===== config.mk =====
export PLATFORM = sky130hd
export DESIGN_NAME = wake_on_lan_receive_config
export DESIGN_NICKNAME = d
export VERILOG_FILES = /design/src/verilog/wake_on_lan_pkg.sv /design/src/verilog/pattern_store.sv /design/src/verilog/wake_on_lan_receive_config.sv
export SDC_FILE = /design/constraint.sdc
export NUM_CORES = 1
export LEC_CHECK = 0
export ABC_AREA = 1
export BUFFER_PORTS_ARGS = -buffer_cell sky130_fd_sc_hd__buf_2
export CORE_UTILIZATION = 62
export CTS_CLUSTER_SIZE = 20
export DETAILED_ROUTE_END_ITERATION = 16
export GPL_TIMING_DRIVEN = 0
export HOLD_SLACK_MARGIN = 0.12
export PLACE_DENSITY_LB_ADDON = 0.3
export SLEW_MARGIN = 20
export SYNTH_ARGS = -nofsm -noshare
export SYNTH_HDL_FRONTEND = slang
export SYNTH_SLANG_ARGS = --single-unit

===== constraint.sdc =====
create_clock -name ref_clk -period 2.97 [get_ports ref_clk]
set_clock_uncertainty 0.05 [all_clocks]
set_input_delay 0.1485 -clock ref_clk [delete_from_list [all_inputs] [get_ports ref_clk]]
set_output_delay 0.1485 -clock ref_clk [all_outputs]
set_load 0.01 [all_outputs]

===== src/verilog/wake_on_lan_pkg.sv =====
// shared offsets, field positions, reset values and timing counts for the wake receive filter
package wake_on_lan_pkg;
  // register offsets (16-bit registers at their printed addresses)
  localparam logic [15:0] CFG_ADDR = 16'h04a0;
  localparam logic [15:0] STAT_ADDR = 16'h04a1;
  localparam logic [15:0] MAC1_ADDR = 16'h04a2;
  localparam logic [15:0] MAC2_ADDR = 16'h04a3;
  localparam logic [15:0] MAC3_ADDR = 16'h04a4;
  localparam logic [15:0] PWD1_ADDR = 16'h04a5;
  localparam logic [15:0] PWD2_ADDR = 16'h04a6;
  localparam logic [15:0] PWD3_ADDR = 16'h04a7;
  localparam logic [15:0] PAT_BASE_ADDR = 16'h04a8;
  localparam logic [15:0] PAT_LAST_ADDR = 16'h04af;
  localparam logic [15:0] INT_STAT_ADDR = 16'h04b0;
  localparam logic [15:0] INT_MASK_ADDR = 16'h04b1;

  // configuration fields
  localparam int ORDER_HI = 15;
  localparam int ORDER_LO = 14;
  localparam int SFD_SEL_BIT = 13;
  localparam int CRC_GATE_BIT = 12;
  localparam int LEVEL_CLR_BIT = 11;
  localparam int PULSE_HI = 10;
  localparam int PULSE_LO = 9;
  localparam int IND_SEL_BIT = 8;
  localparam int WAKE_EN_BIT = 7;
  localparam int PWD_EN_BIT = 5;
  localparam int PAT_EN_BIT = 1;
  localparam int MAGIC_EN_BIT = 0;
  localparam logic [15:0] CFG_RESET = 16'h1000;
  localparam logic [15:0] CFG_WRITABLE = 16'hf7ff;

  // status / interrupt event bits (same layout in both)
  localparam int SRC_SEL_BIT = 12;
  localparam int SFD_ERR_BIT = 7;
  localparam int BAD_CRC_BIT = 6;
  localparam int HACK_BIT = 5;
  localparam int PAT_BIT = 1;
  localparam int MAGIC_BIT = 0;
  localparam logic [15:0] EVENT_MASK = 16'h00e3;

  // frame constants
  localparam logic [7:0] SFD_NORMAL = 8'hd5;
  localparam logic [7:0] SFD_ALT = 8'h5d;
  localparam logic [7:0] PREAMBLE_A = 8'h55;
  localparam logic [7:0] PREAMBLE_B = 8'haa;
  localparam logic [7:0] SYNC_BYTE = 8'hff;
  localparam logic [2:0] SYNC_LEN = 3'h6;
  localparam logic [2:0] ADDR_LEN = 3'h6;
  localparam logic [3:0] ADDR_REPS_LAST = 4'hf;
  localparam logic [4:0] PATTERN_BYTES = 5'h10;

  // wake pulse: 8/16/32/64 periods of the 125 MHz clock, counted on ref_clk
  localparam int SLOW_PERIOD_PS = 8000;
  localparam int REF_PERIOD_PS = 5000;
  localparam int PULSE_BASE_CYCLES = 8;
  localparam int PULSE_CNT0 = (PULSE_BASE_CYCLES * SLOW_PERIOD_PS + REF_PERIOD_PS - 1)
    / REF_PERIOD_PS;
  localparam int PULSE_CNT1 = (2 * PULSE_BASE_CYCLES * SLOW_PERIOD_PS + REF_PERIOD_PS - 1)
    / REF_PERIOD_PS;
  localparam int PULSE_CNT2 = (4 * PULSE_BASE_CYCLES * SLOW_PERIOD_PS + REF_PERIOD_PS - 1)
    / REF_PERIOD_PS;
  localparam int PULSE_CNT3 = (8 * PULSE_BASE_CYCLES * SLOW_PERIOD_PS + REF_PERIOD_PS - 1)
    / REF_PERIOD_PS;

  typedef enum logic [2:0] {
    HUNT = 3'b001,
    BODY = 3'b010,
    SKIP = 3'b100
  } frame_state_t;
endpackage : wake_on_lan_pkg


===== src/verilog/pattern_store.sv =====
// eight-word pattern memory with two registered read ports
`timescale 1ns/1ps
module pattern_store (
  // clock
  input wire logic ref_clk,
  // write port
  input wire logic wrEn,
  input wire logic [2:0] wrAddr,
  input wire logic [15:0] wrData,
  // match read port
  input wire logic [2:0] matchAddr,
  output logic [15:0] matchData,
  // bus read port
  input wire logic [2:0] busAddr,
  output logic [15:0] busData
);
  logic [15:0] mem [0:7];

  // contents have no reset; software loads the pattern before enabling
  always_ff @(posedge ref_clk) begin
    if (wrEn) begin
      mem[wrAddr] <= wrData;
    end
  end

  always_ff @(posedge ref_clk) begin
    matchData <= mem[matchAddr];
    busData <= mem[busAddr];
  end
endmodule : pattern_store


===== src/verilog/wake_on_lan_receive_config.sv =====
// wake receive filter: configuration, frame matching, status and wake indication
`timescale 1ns/1ps
module wake_on_lan_receive_config (
  // clock and reset
  input wire logic ref_clk,
  input wire logic resetn,
  // register port
  input wire logic [15:0] regAddr,
  input wire logic [15:0] regWrData,
  input wire logic regWr,
  input wire logic regRd,
  output logic [15:0] regRdData,
  // received frame stream
  input wire logic [7:0] rxData,
  input wire logic rxDataValid,
  input wire logic rxFrameEnd,
  input wire logic rxCrcBad,
  // indications
  output logic wakeOut,
  output logic irq,
  output logic intSourceWake
);
  logic [15:0] cfg_reg;
  logic [15:0] stat_reg;
  logic [15:0] intStat_reg;
  logic [15:0] intMask_reg;
  logic [47:0] mac_reg;
  logic [47:0] pwd_reg;
  logic [15:0] rdData_reg;
  logic patRead_reg;
  wake_on_lan_pkg::frame_state_t state_reg;
  logic [2:0] syncCnt_reg;
  logic [1:0] stage_reg;
  logic [3:0] rep_reg;
  logic [2:0] idx_reg;
  logic magicSeen_reg;
  logic pwdOk_reg;
  logic [4:0] patIdx_reg;
  logic [4:0] patIdx_next;
  logic patOk_reg;
  logic [6:0] pulseCnt_reg;
  logic [15:0] matchWord;
  logic [15:0] patBusWord;

  function automatic logic [7:0] reorder(input logic [1:0] mode, input logic [7:0] b);
    logic [7:0] r;
    r = b;
    case (mode)
      2'h1: r = {b[0], b[1], b[2], b[3], b[4], b[5], b[6], b[7]};
      2'h2: r = {b[3:0], b[7:4]};
      2'h3: r = {b[4], b[5], b[6], b[7], b[0], b[1], b[2], b[3]};
      default: r = b;
    endcase
    return r;
  endfunction : reorder

  // byte k of a 48-bit field, byte 0 in bits 47:40
  function automatic logic [7:0] pick(input logic [47:0] f, input logic [2:0] k);
    return f[8'(47 - 8 * int'(k)) -: 8];
  endfunction : pick

  function automatic logic isAddr(input logic [15:0] a, input logic [15:0] b);
    return a == b;
  endfunction : isAddr

  wire logic wakeEn = cfg_reg[wake_on_lan_pkg::WAKE_EN_BIT];
  wire logic [7:0] rxByte = reorder(cfg_reg[wake_on_lan_pkg::ORDER_HI:wake_on_lan_pkg::ORDER_LO],
    rxData);
  wire logic [7:0] sfdByte = cfg_reg[wake_on_lan_pkg::SFD_SEL_BIT] ?
    wake_on_lan_pkg::SFD_ALT : wake_on_lan_pkg::SFD_NORMAL;
  wire logic takeByte = rxDataValid && wakeEn;
  wire logic isPreamble = rxByte == wake_on_lan_pkg::PREAMBLE_A ||
    rxByte == wake_on_lan_pkg::PREAMBLE_B;
  wire logic sfdHit = takeByte && state_reg == wake_on_lan_pkg::HUNT && rxByte == sfdByte;
  wire logic sfdErr = takeByte && state_reg == wake_on_lan_pkg::HUNT && rxByte != sfdByte &&
    !isPreamble;
  wire logic bodyByte = takeByte && state_reg == wake_on_lan_pkg::BODY;
  wire logic frameDone = rxFrameEnd && wakeEn && state_reg == wake_on_lan_pkg::BODY;
  wire logic gated = cfg_reg[wake_on_lan_pkg::CRC_GATE_BIT] && rxCrcBad;
  wire logic pwdNeeded = cfg_reg[wake_on_lan_pkg::PWD_EN_BIT];
  // a password cut short by the frame end counts as wrong
  wire logic pwdGood = pwdOk_reg && stage_reg == 2'h2;
  wire logic magicHit = frameDone && magicSeen_reg && (!pwdNeeded || pwdGood) && !gated;
  wire logic hackHit = frameDone && magicSeen_reg && pwdNeeded && !pwdGood;
  wire logic patHit = frameDone && patOk_reg && patIdx_reg == wake_on_lan_pkg::PATTERN_BYTES &&
    !gated;
  wire logic crcHit = frameDone && rxCrcBad;
  wire logic magicIrq = magicHit && cfg_reg[wake_on_lan_pkg::MAGIC_EN_BIT];
  wire logic patIrq = patHit && cfg_reg[wake_on_lan_pkg::PAT_EN_BIT];
  wire logic wakeFire = magicIrq || patIrq;
  wire logic [15:0] events = {8'h00, sfdErr, crcHit, hackHit, 3'h0, patHit, magicHit};
  wire logic [15:0] irqEvents = {8'h00, sfdErr, crcHit, hackHit, 3'h0, patIrq, magicIrq};
  wire logic cfgWr = regWr && isAddr(regAddr, wake_on_lan_pkg::CFG_ADDR);
  wire logic statRd = regRd && isAddr(regAddr, wake_on_lan_pkg::STAT_ADDR);
  wire logic patWr = regWr && regAddr >= wake_on_lan_pkg::PAT_BASE_ADDR &&
    regAddr <= wake_on_lan_pkg::PAT_LAST_ADDR;
  wire logic patRd = regRd && regAddr >= wake_on_lan_pkg::PAT_BASE_ADDR &&
    regAddr <= wake_on_lan_pkg::PAT_LAST_ADDR;
  wire logic levelMode = cfg_reg[wake_on_lan_pkg::IND_SEL_BIT];
  wire logic levelClr = cfgWr && regWrData[wake_on_lan_pkg::LEVEL_CLR_BIT];

  // configuration; the level-clear bit is never stored
  always_ff @(posedge ref_clk) begin
    if (!resetn) begin
      cfg_reg <= wake_on_lan_pkg::CFG_RESET;
    end else if (cfgWr) begin
      cfg_reg <= regWrData & wake_on_lan_pkg::CFG_WRITABLE;
    end
  end

  // address and password match data
  always_ff @(posedge ref_clk) begin
    if (!resetn) begin
      mac_reg <= 48'h0;
      pwd_reg <= 48'h0;
    end else if (regWr) begin
      case (regAddr)
        wake_on_lan_pkg::MAC3_ADDR: mac_reg[47:32] <= regWrData;
        wake_on_lan_pkg::MAC2_ADDR: mac_reg[31:16] <= regWrData;
        wake_on_lan_pkg::MAC1_ADDR: mac_reg[15:0] <= regWrData;
        wake_on_lan_pkg::PWD1_ADDR: pwd_reg[47:32] <= {regWrData[7:0], regWrData[15:8]};
        wake_on_lan_pkg::PWD2_ADDR: pwd_reg[31:16] <= {regWrData[7:0], regWrData[15:8]};
        wake_on_lan_pkg::PWD3_ADDR: pwd_reg[15:0] <= {regWrData[7:0], regWrData[15:8]};
        default: mac_reg <= mac_reg;
      endcase
    end
  end

  // latched status: a read clears bits 7:0, but an event in the same cycle survives
  always_ff @(posedge ref_clk) begin
    if (!resetn) begin
      stat_reg <= 16'h0000;
    end else begin
      if (statRd) begin
        stat_reg[7:0] <= events[7:0];
      end else begin
        stat_reg[7:0] <= stat_reg[7:0] | events[7:0];
      end
      if (cfgWr && regWrData[wake_on_lan_pkg::WAKE_EN_BIT]) begin
        stat_reg[wake_on_lan_pkg::SRC_SEL_BIT] <= 1'b1;
      end else if (regWr && isAddr(regAddr, wake_on_lan_pkg::STAT_ADDR)) begin
        stat_reg[wake_on_lan_pkg::SRC_SEL_BIT] <= regWrData[wake_on_lan_pkg::SRC_SEL_BIT];
      end
    end
  end

  // interrupt status (write one to clear, set wins) and mask
  always_ff @(posedge ref_clk) begin
    if (!resetn) begin
      intStat_reg <= 16'h0000;
      intMask_reg <= 16'h0000;
      irq <= 1'b0;
    end else begin
      if (regWr && isAddr(regAddr, wake_on_lan_pkg::INT_STAT_ADDR)) begin
        intStat_reg <= (intStat_reg & ~regWrData) | irqEvents;
      end else begin
        intStat_reg <= intStat_reg | irqEvents;
      end
      if (regWr && isAddr(regAddr, wake_on_lan_pkg::INT_MASK_ADDR)) begin
        intMask_reg <= regWrData & wake_on_lan_pkg::EVENT_MASK;
      end
      irq <= |(intStat_reg & intMask_reg);
    end
  end

  // frame state: hunt for the delimiter, then the body until frame end
  always_ff @(posedge ref_clk) begin
    if (!resetn) begin
      state_reg <= wake_on_lan_pkg::HUNT;
    end else if (!wakeEn || rxFrameEnd) begin
      state_reg <= wake_on_lan_pkg::HUNT;
    end else begin
      case (state_reg)
        wake_on_lan_pkg::HUNT: begin
          if (sfdHit) begin
            state_reg <= wake_on_lan_pkg::BODY;
          end else if (sfdErr) begin
            state_reg <= wake_on_lan_pkg::SKIP;
          end
        end
        wake_on_lan_pkg::BODY: state_reg <= wake_on_lan_pkg::BODY;
        wake_on_lan_pkg::SKIP: state_reg <= wake_on_lan_pkg::SKIP;
        default: state_reg <= wake_on_lan_pkg::HUNT;
      endcase
    end
  end

  // magic packet: six sync bytes, sixteen copies of the address, then the password
  always_ff @(posedge ref_clk) begin
    if (!resetn || sfdHit) begin
      syncCnt_reg <= 3'h0;
      stage_reg <= 2'h0;
      rep_reg <= 4'h0;
      idx_reg <= 3'h0;
      magicSeen_reg <= 1'b0;
      pwdOk_reg <= 1'b0;
    end else if (bodyByte && !magicSeen_reg) begin
      if (stage_reg == 2'h1 && rxByte == pick(mac_reg, idx_reg)) begin
        if (idx_reg == wake_on_lan_pkg::ADDR_LEN - 3'h1) begin
          idx_reg <= 3'h0;
          rep_reg <= rep_reg + 4'h1;
          if (rep_reg == wake_on_lan_pkg::ADDR_REPS_LAST) begin
            magicSeen_reg <= 1'b1;
            pwdOk_reg <= 1'b1;
          end
        end else begin
          idx_reg <= idx_reg + 3'h1;
        end
      end else if (rxByte == wake_on_lan_pkg::SYNC_BYTE) begin
        // a sync byte during a broken address run restarts the sync count
        if (stage_reg == 2'h1 || syncCnt_reg != wake_on_lan_pkg::SYNC_LEN - 3'h1) begin
          syncCnt_reg <= (stage_reg == 2'h1) ? 3'h1 : syncCnt_reg + 3'h1;
          stage_reg <= 2'h0;
        end else begin
          stage_reg <= 2'h1;
        end
        rep_reg <= 4'h0;
        idx_reg <= 3'h0;
      end else begin
        syncCnt_reg <= 3'h0;
        stage_reg <= 2'h0;
        rep_reg <= 4'h0;
        idx_reg <= 3'h0;
      end
    end else if (bodyByte && stage_reg != 2'h2) begin
      // password bytes follow the last address copy
      if (rxByte != pick(pwd_reg, idx_reg)) begin
        pwdOk_reg <= 1'b0;
      end
      idx_reg <= idx_reg + 3'h1;
      if (idx_reg == wake_on_lan_pkg::ADDR_LEN - 3'h1) begin
        stage_reg <= 2'h2;
      end
    end
  end

  // pattern: first bytes of the body against the stored pattern, fetched one byte ahead
  always_comb begin
    patIdx_next = patIdx_reg;
    if (sfdHit) begin
      patIdx_next = 5'h00;
    end else if (bodyByte && patIdx_reg != wake_on_lan_pkg::PATTERN_BYTES) begin
      patIdx_next = patIdx_reg + 5'h01;
    end
  end

  always_ff @(posedge ref_clk) begin
    if (!resetn) begin
      patIdx_reg <= 5'h00;
      patOk_reg <= 1'b0;
    end else begin
      patIdx_reg <= patIdx_next;
      if (sfdHit) begin
        patOk_reg <= 1'b1;
      end else if (bodyByte && patIdx_reg != wake_on_lan_pkg::PATTERN_BYTES) begin
        if (rxByte != (patIdx_reg[0] ? matchWord[15:8] : matchWord[7:0])) begin
          patOk_reg <= 1'b0;
        end
      end
    end
  end

  pattern_store patternMem (
    .ref_clk(ref_clk),
    .wrEn(patWr),
    .wrAddr(regAddr[2:0]),
    .wrData(regWrData),
    .matchAddr(patIdx_next[3:1]),
    .matchData(matchWord),
    .busAddr(regAddr[2:0]),
    .busData(patBusWord)
  );

  // wake indication: a timed pulse, or a level held until software clears it
  always_ff @(posedge ref_clk) begin
    if (!resetn) begin
      wakeOut <= 1'b0;
      pulseCnt_reg <= 7'h00;
    end else if (levelMode) begin
      pulseCnt_reg <= 7'h00;
      if (wakeFire) begin
        wakeOut <= 1'b1;
      end else if (levelClr) begin
        wakeOut <= 1'b0;
      end
    end else if (wakeFire) begin
      wakeOut <= 1'b1;
      case (cfg_reg[wake_on_lan_pkg::PULSE_HI:wake_on_lan_pkg::PULSE_LO])
        2'h1: pulseCnt_reg <= 7'(wake_on_lan_pkg::PULSE_CNT1 - 1);
        2'h2: pulseCnt_reg <= 7'(wake_on_lan_pkg::PULSE_CNT2 - 1);
        2'h3: pulseCnt_reg <= 7'(wake_on_lan_pkg::PULSE_CNT3 - 1);
        default: pulseCnt_reg <= 7'(wake_on_lan_pkg::PULSE_CNT0 - 1);
      endcase
    end else if (pulseCnt_reg != 7'h00) begin
      pulseCnt_reg <= pulseCnt_reg - 7'h01;
    end else begin
      wakeOut <= 1'b0;
    end
  end

  always_ff @(posedge ref_clk) begin
    if (!resetn) begin
      intSourceWake <= 1'b0;
    end else begin
      intSourceWake <= stat_reg[wake_on_lan_pkg::SRC_SEL_BIT];
    end
  end

  // read data one cycle after the strobe; unmapped addresses read zero
  always_ff @(posedge ref_clk) begin
    if (!resetn) begin
      rdData_reg <= 16'h0000;
      patRead_reg <= 1'b0;
    end else begin
      patRead_reg <= patRd;
      rdData_reg <= 16'h0000;
      if (regRd) begin
        case (regAddr)
          wake_on_lan_pkg::CFG_ADDR: rdData_reg <= cfg_reg;
          wake_on_lan_pkg::STAT_ADDR: rdData_reg <= stat_reg;
          wake_on_lan_pkg::MAC3_ADDR: rdData_reg <= mac_reg[47:32];
          wake_on_lan_pkg::MAC2_ADDR: rdData_reg <= mac_reg[31:16];
          wake_on_lan_pkg::MAC1_ADDR: rdData_reg <= mac_reg[15:0];
          wake_on_lan_pkg::PWD1_ADDR: rdData_reg <= {pwd_reg[39:32], pwd_reg[47:40]};
          wake_on_lan_pkg::PWD2_ADDR: rdData_reg <= {pwd_reg[23:16], pwd_reg[31:24]};
          wake_on_lan_pkg::PWD3_ADDR: rdData_reg <= {pwd_reg[7:0], pwd_reg[15:8]};
          wake_on_lan_pkg::INT_STAT_ADDR: rdData_reg <= intStat_reg;
          wake_on_lan_pkg::INT_MASK_ADDR: rdData_reg <= intMask_reg;
          default: rdData_reg <= 16'h0000;
        endcase
      end
    end
  end

  // pattern words come from the memory's own output register
  assign regRdData = patRead_reg ? patBusWord : rdData_reg;
endmodule : wake_on_lan_receive_config

# Yosys cells after proc, flatten, opt, wreduce, memory -nomap -nowiden
# Memories as Yosys holds them, arrays and structs flattened. A register that Yosys moved wholly into a read port is not among the register bits.
# Index checks and enable logic that the tools add are counted.
# word_totals
ram_bits	128
n_memories	1
elab_cells	215
register_bits	191
in_bits	47
out_inout_bits	19
# memory_table
memory	depth	word_bits	rd	rd_clocked_by_memory_dff	wr	line	text
patternMem.mem	8	16	2	2	1	pattern_store.sv:17	logic [15:0] mem [0:7];
# classes
mux	48
order_cmp	2
addsub	6
eq_ne	44
n_reduce_logical	76
shift	2
bitwise_logic	8
# op_table
op	count
equality test 16 x 11 -> 1 bit, second input constant	10
case mux 16 bit (10 select lines)	1
indexed part select 55 x 7 -> 8 bit	2
logical AND 1 bit	36
2-to-1 mux 16 bit	2
bitwise OR 16 x 8 -> 16 bit	2
2-to-1 mux 3 bit	9
2-to-1 mux 8 bit	3
!= test 8 bit	3
case mux 8 bit (3 select lines)	1
case mux 7 bit (3 select lines)	1
AND reduction 2 bit	10
2-to-1 mux 1 bit	19
bitwise AND 16 bit	1
bitwise AND 16 x 8 -> 16 bit	1
equality test 8 bit	2
equality test 8 bit, second input constant	2
greater-or-equal comparator 16 x 11 -> 1 bit, second input constant	1
<= comparator 16 x 11 -> 1 bit, second input constant	1
2-to-1 mux 4 bit	4
inverter 16 bit	1
OR reduction 16 bit	1
2-to-1 mux 7 bit	2
nonzero test 2 bit	7
29 further kinds	64

# Depth between registers and ports, before layout
# logic_depth
depth_word	9
mapped_depth	18
mapped_depth_nobuf	17

# By module
# Synthesis repeated with hierarchy kept, for this count alone.
# unflattened
hier_cells	2314
area_unflattened_um2	17479.3
# modules_own_cells
mod	area_per_inst_um2	cells_per_inst	instances
wake_on_lan_receive_config	9882.0	1413	1
pattern_store	7597.3	901	1

# Least setup slack after synthesis
# OpenSTA, ideal clock, no wires.
# synth_timing
kind	flip-flop to flip-flop
start	reg patIdx_reg[0]
end	reg patternMem.matchData[13] (read register of patternMem.mem)
t_required_ns	2.805
path_stages_with_launch	15
n_path_buf	3
slack_ns	0.329
period_less_slack_ns	2.641
t_arrival_ns	2.476
path_cell_list	dfxtp_1 -> clkbuf_1 -> inv_1 -> ha_1 -> nand4_1 -> nand2_1 -> inv_1 -> nand2_1 -> o21ai_2 -> clkbuf_1 -> clkbuf_1 -> nand3b_1 -> nand3_1 -> nand3_1 -> and2_1
# synth_between
elab_chain_len	4
# synth_rtl
item	line	text
from (decl)	wake_on_lan_receive_config.sv:38	logic [4:0] patIdx_reg;
from (signal assigned)	wake_on_lan_receive_config.sv:252	patIdx_reg <= patIdx_next;
branches (longest 2 deep; another with adder 5 x 1 -> 5 bit)	--	
2-to-1 mux 4 bit *	wake_on_lan_receive_config.sv:242	end else if (bodyByte && patIdx_reg != wake_on_lan_pkg::PATTERN_BYTES) begin
2-to-1 mux 4 bit *	wake_on_lan_receive_config.sv:240	if (sfdHit) begin
to (decl)	pattern_store.sv:12	output logic [15:0] matchData,
# Every way passes the cells marked *.
# A chain may end at the register's enable or synchronous reset.

# Worst setup path in the final report
# layout_timing
start	in regWr
end	mem patternMem.mem[2][12] (enable)
# layout_between
elab_chain_len	4
# layout_rtl
item	line	text
from (decl)	wake_on_lan_receive_config.sv:10	input wire logic regWr,
logical AND 1 bit (2 in a row)	wake_on_lan_receive_config.sv:95	wire logic patWr = regWr && regAddr >= wake_on_lan_pkg::PAT_BASE_ADDR &&
2-to-1 mux 1 bit	pattern_store.sv:21	if (wrEn) begin
2-to-1 mux 1 bit (not written as such)	pattern_store.sv:22	mem[wrAddr] <= wrData;
to (decl)	pattern_store.sv:17	
# Every way passes these cells.

==> impl_metrics.json <==
{
  "critPathMaxFanout": 10,
  "finalSetupViolations": 0,
  "synth_top_cells_by_area": "dfxtp_1, edfxtp_1, nand2_1",
  "drive_gt1_frac": 0.111,
  "num_vias": 17300,
  "antenna_found_initial": 1,
  "syn_inst": 2131,
  "hold_class": "in -> reg",
  "grt_overflow": 0,
  "finalCritPeriodShare": 0.959,
  "vias_per_cell": 6.54,
  "syn2layout_area_growth_pct": 15.0,
  "fin_tns_setup_ns": 0,
  "drv_slew": 0,
  "first_pass_iters": 7,
  "detail-route-antenna-nets": 0,
  "netlist_top_cells_count": "nand2_1, inv_1, dfxtp_1, a21oi_1, o21ai_0",
  "fmaxAchievable_mhz": 351,
  "synth_cell_types": 57,
  "largest_reg_flops": 128,
  "yosysTopAreaCellShare": 0.260,
  "gp_congestion": 1.03,
  "maxCapViolCount": 0,
  "cts.path.max_buffers": 3,
  "numCtsBuffers": 37,
  "drt-total-wl_mm": 65.9,
  "status": "completed",
  "drcViolationCount": 0,
  "required_ns": 3.17,
  "dpl.hpwl_mm": 46.3,
  "io_pins": 66,
  "synth_edf_count": 128,
  "postSynth.asyncResetShare": 0,
  "cp-end-kind": "flop",
  "start_util": 0.631,
  "ys_ff_latch": 348,
  "yosysWarnings": 0,
  "fin_cells": 2640,
  "tightest_slew_ns": 0.946,
  "die_h_um": 167,
  "fin_nets": 2333,
  "io_buffers": 65,
  "root_buffer": "clkbuf_16",
  "yosysMostFrequentCell": "nand2_1",
  "dominantRegCellSynth": "dfxtp_1",
  "syn_area_mm2": 0.0170,
  "synth_area_per_cell_um2": 7.96,
  "antenna_cells": 0,
  "peakVddDrop_mv": 0.489,
  "pre_cts_ws_ns": -0.822,
  "grt_pass1_vias": 15900,
  "p_total_uw": 10500,
  "grt_max_degree": 17,
  "leakagePower_uw": 0.00795,
  "wire_per_inst_um": 24.9,
  "insertion_delay_ns": 0.55,
  "cts.sinks": 348,
  "yosysTopAreaCell": "dfxtp_1",
  "power_density_mw_per_mm2": 538,
  "grt_usage": 0.466,
  "finalHoldViolCount": 0,
  "path_clk_slew_ns": 0.06,
  "cts_tree": "built",
  "crit_type": "in -> reg",
  "dieArea_mm2": 0.0280,
  "synth_nets": 2191,
  "critPathLaunchType": "input pin",
  "period_minus_slack_ns": 2.85,
  "rows": 60,
  "grt_pass1_wl_mm": 96.6,
  "coreArea_mm2": 0.0269,
  "die_width_um": 167,
  "synth_seq_area_share": 0.486,
  "slew_headroom": 0.369,
  "crit_arrival_ns": 3.05,
  "first_iter_violations": 2915,
  "dp.cells": 2545,
  "fin_ws_ns": 0.122,
  "htreeDepth": 2
}
final timing paths:
kind / cells after the start / slack [ns] / startpoint / end
max reg2reg: 16 / 0.13 / cfg_reg[14]$_SDFFE_PN0P_ / patternMem.matchData[11]$_DFF_P_
min reg2reg: 2 / 0.42 / patOk_reg$_SDFFE_PN0P_ / patOk_reg$_SDFFE_PN0P_
max: 9 / 0.12 / regWr / patternMem.mem[2][12]$_DFFE_PP_
min: 4 / 0.20 / regAddr[2] / patternMem.busData[1]$_DFF_P_
critical path, stage by stage:
cell and delay (ns):
dlygate4sd3_1 0.52, buf_2 0.25, inv_1 0.11, clkbuf_1 0.41
nor2_1 0.33, inv_1 0.19, nor3_2 0.55, buf_4 0.33
buf_4 0.20
kinds of logic (layout without fill, tap and decap cells):
logic type | after synthesis | count (layout) | share of synthesized area
AOI/OAI and AO/OA | 497 | 497 | 0.166
xor gates and xnor gates | 22 | 22 | 0.0114
adders and majority gates | 13 | 13 | 0.00959
buffers and inverters | 368 | 536 | 0.0853
DFF | 348 | 348 | 0.486
muxes | 19 | 19 | 0.0124
and+or+nand+nor | 864 | 864 | 0.229
stage by stage:
stage | instance area, µm² | util | hold slack (ns)
after floorplan | 17000 | - | 0.197
after global placement | 17700 | 0.659 | 0.371
after detailed placement | 17800 | 0.664 | 0.378
after CTS | 19400 | 0.722 | 0.172
after global routing | 19500 | 0.725 | 0.206
final | 19500 | 0.725 | 0.196
cell usage in the layout, fill, tap and decap left out, types with 5 or more instances in the layout:
master / n
clkinv_1: 11
a22oi_1: 31
nand2_1: 417
a21oi_1: 185
dlygate4sd3_1: 26
nand3b_1: 45
o22ai_1: 27
clkbuf_4: 5
and2_1: 12
ha_1: 13
a221oi_1: 18
clkbuf_1: 65
mux2_2: 16
clkbuf_8: 5
clkinv_2: 5
o21ai_0: 182
buf_6: 6
clkbuf_16: 38
xor2_1: 13
nor2_2: 10
nand4_1: 15
nor3_1: 26
nand3_1: 177
inv_2: 13
edfxtp_1: 128
inv_1: 237
xnor2_1: 9
clkbuf_2: 8
nor2_1: 128
buf_4: 17
buf_2: 85
o211ai_1: 16
dfxtp_1: 217
nand2_2: 6
o2111ai_1: 13
o21ai_1: 5
cell type report:
cell class | count | area (µm²)
fillers | 2113 | 7380
clock buffers | 48 | 1040
clock inverters | 17 | 209
inverters | 259 | 976
flip-flops and latches | 348 | 8250
multi-input cells | 1415 | 7360
well taps | 341 | 427
plain buffers | 109 | 537
repair buffers | 103 | 698
report_power, final:
part / internal (µW) / total, µW / switching [µW]
Clock: 2830 / 4820 / 1990
Combinational: 201 / 651 / 450
Sequential: 4990 / 5020 / 27.9
Total: 8020 / 10500 / 2460
repair_timing:
item,in CTS,in global routing
setup endpoints to repair,24,30
hold buffers,26,0
endpoints found under the hold margin,158,0
resized for setup,17,35
pin swaps,0,2
setup buffers,3,1
metal layers:
layer	GRT usage	wire [µm]
met3	0.166	10700
met1	0.621	24500
met4	0.207	3270
met5	0	12
met2	0.681	27400
No activity file was read; power rests on OpenSTA's default activity.
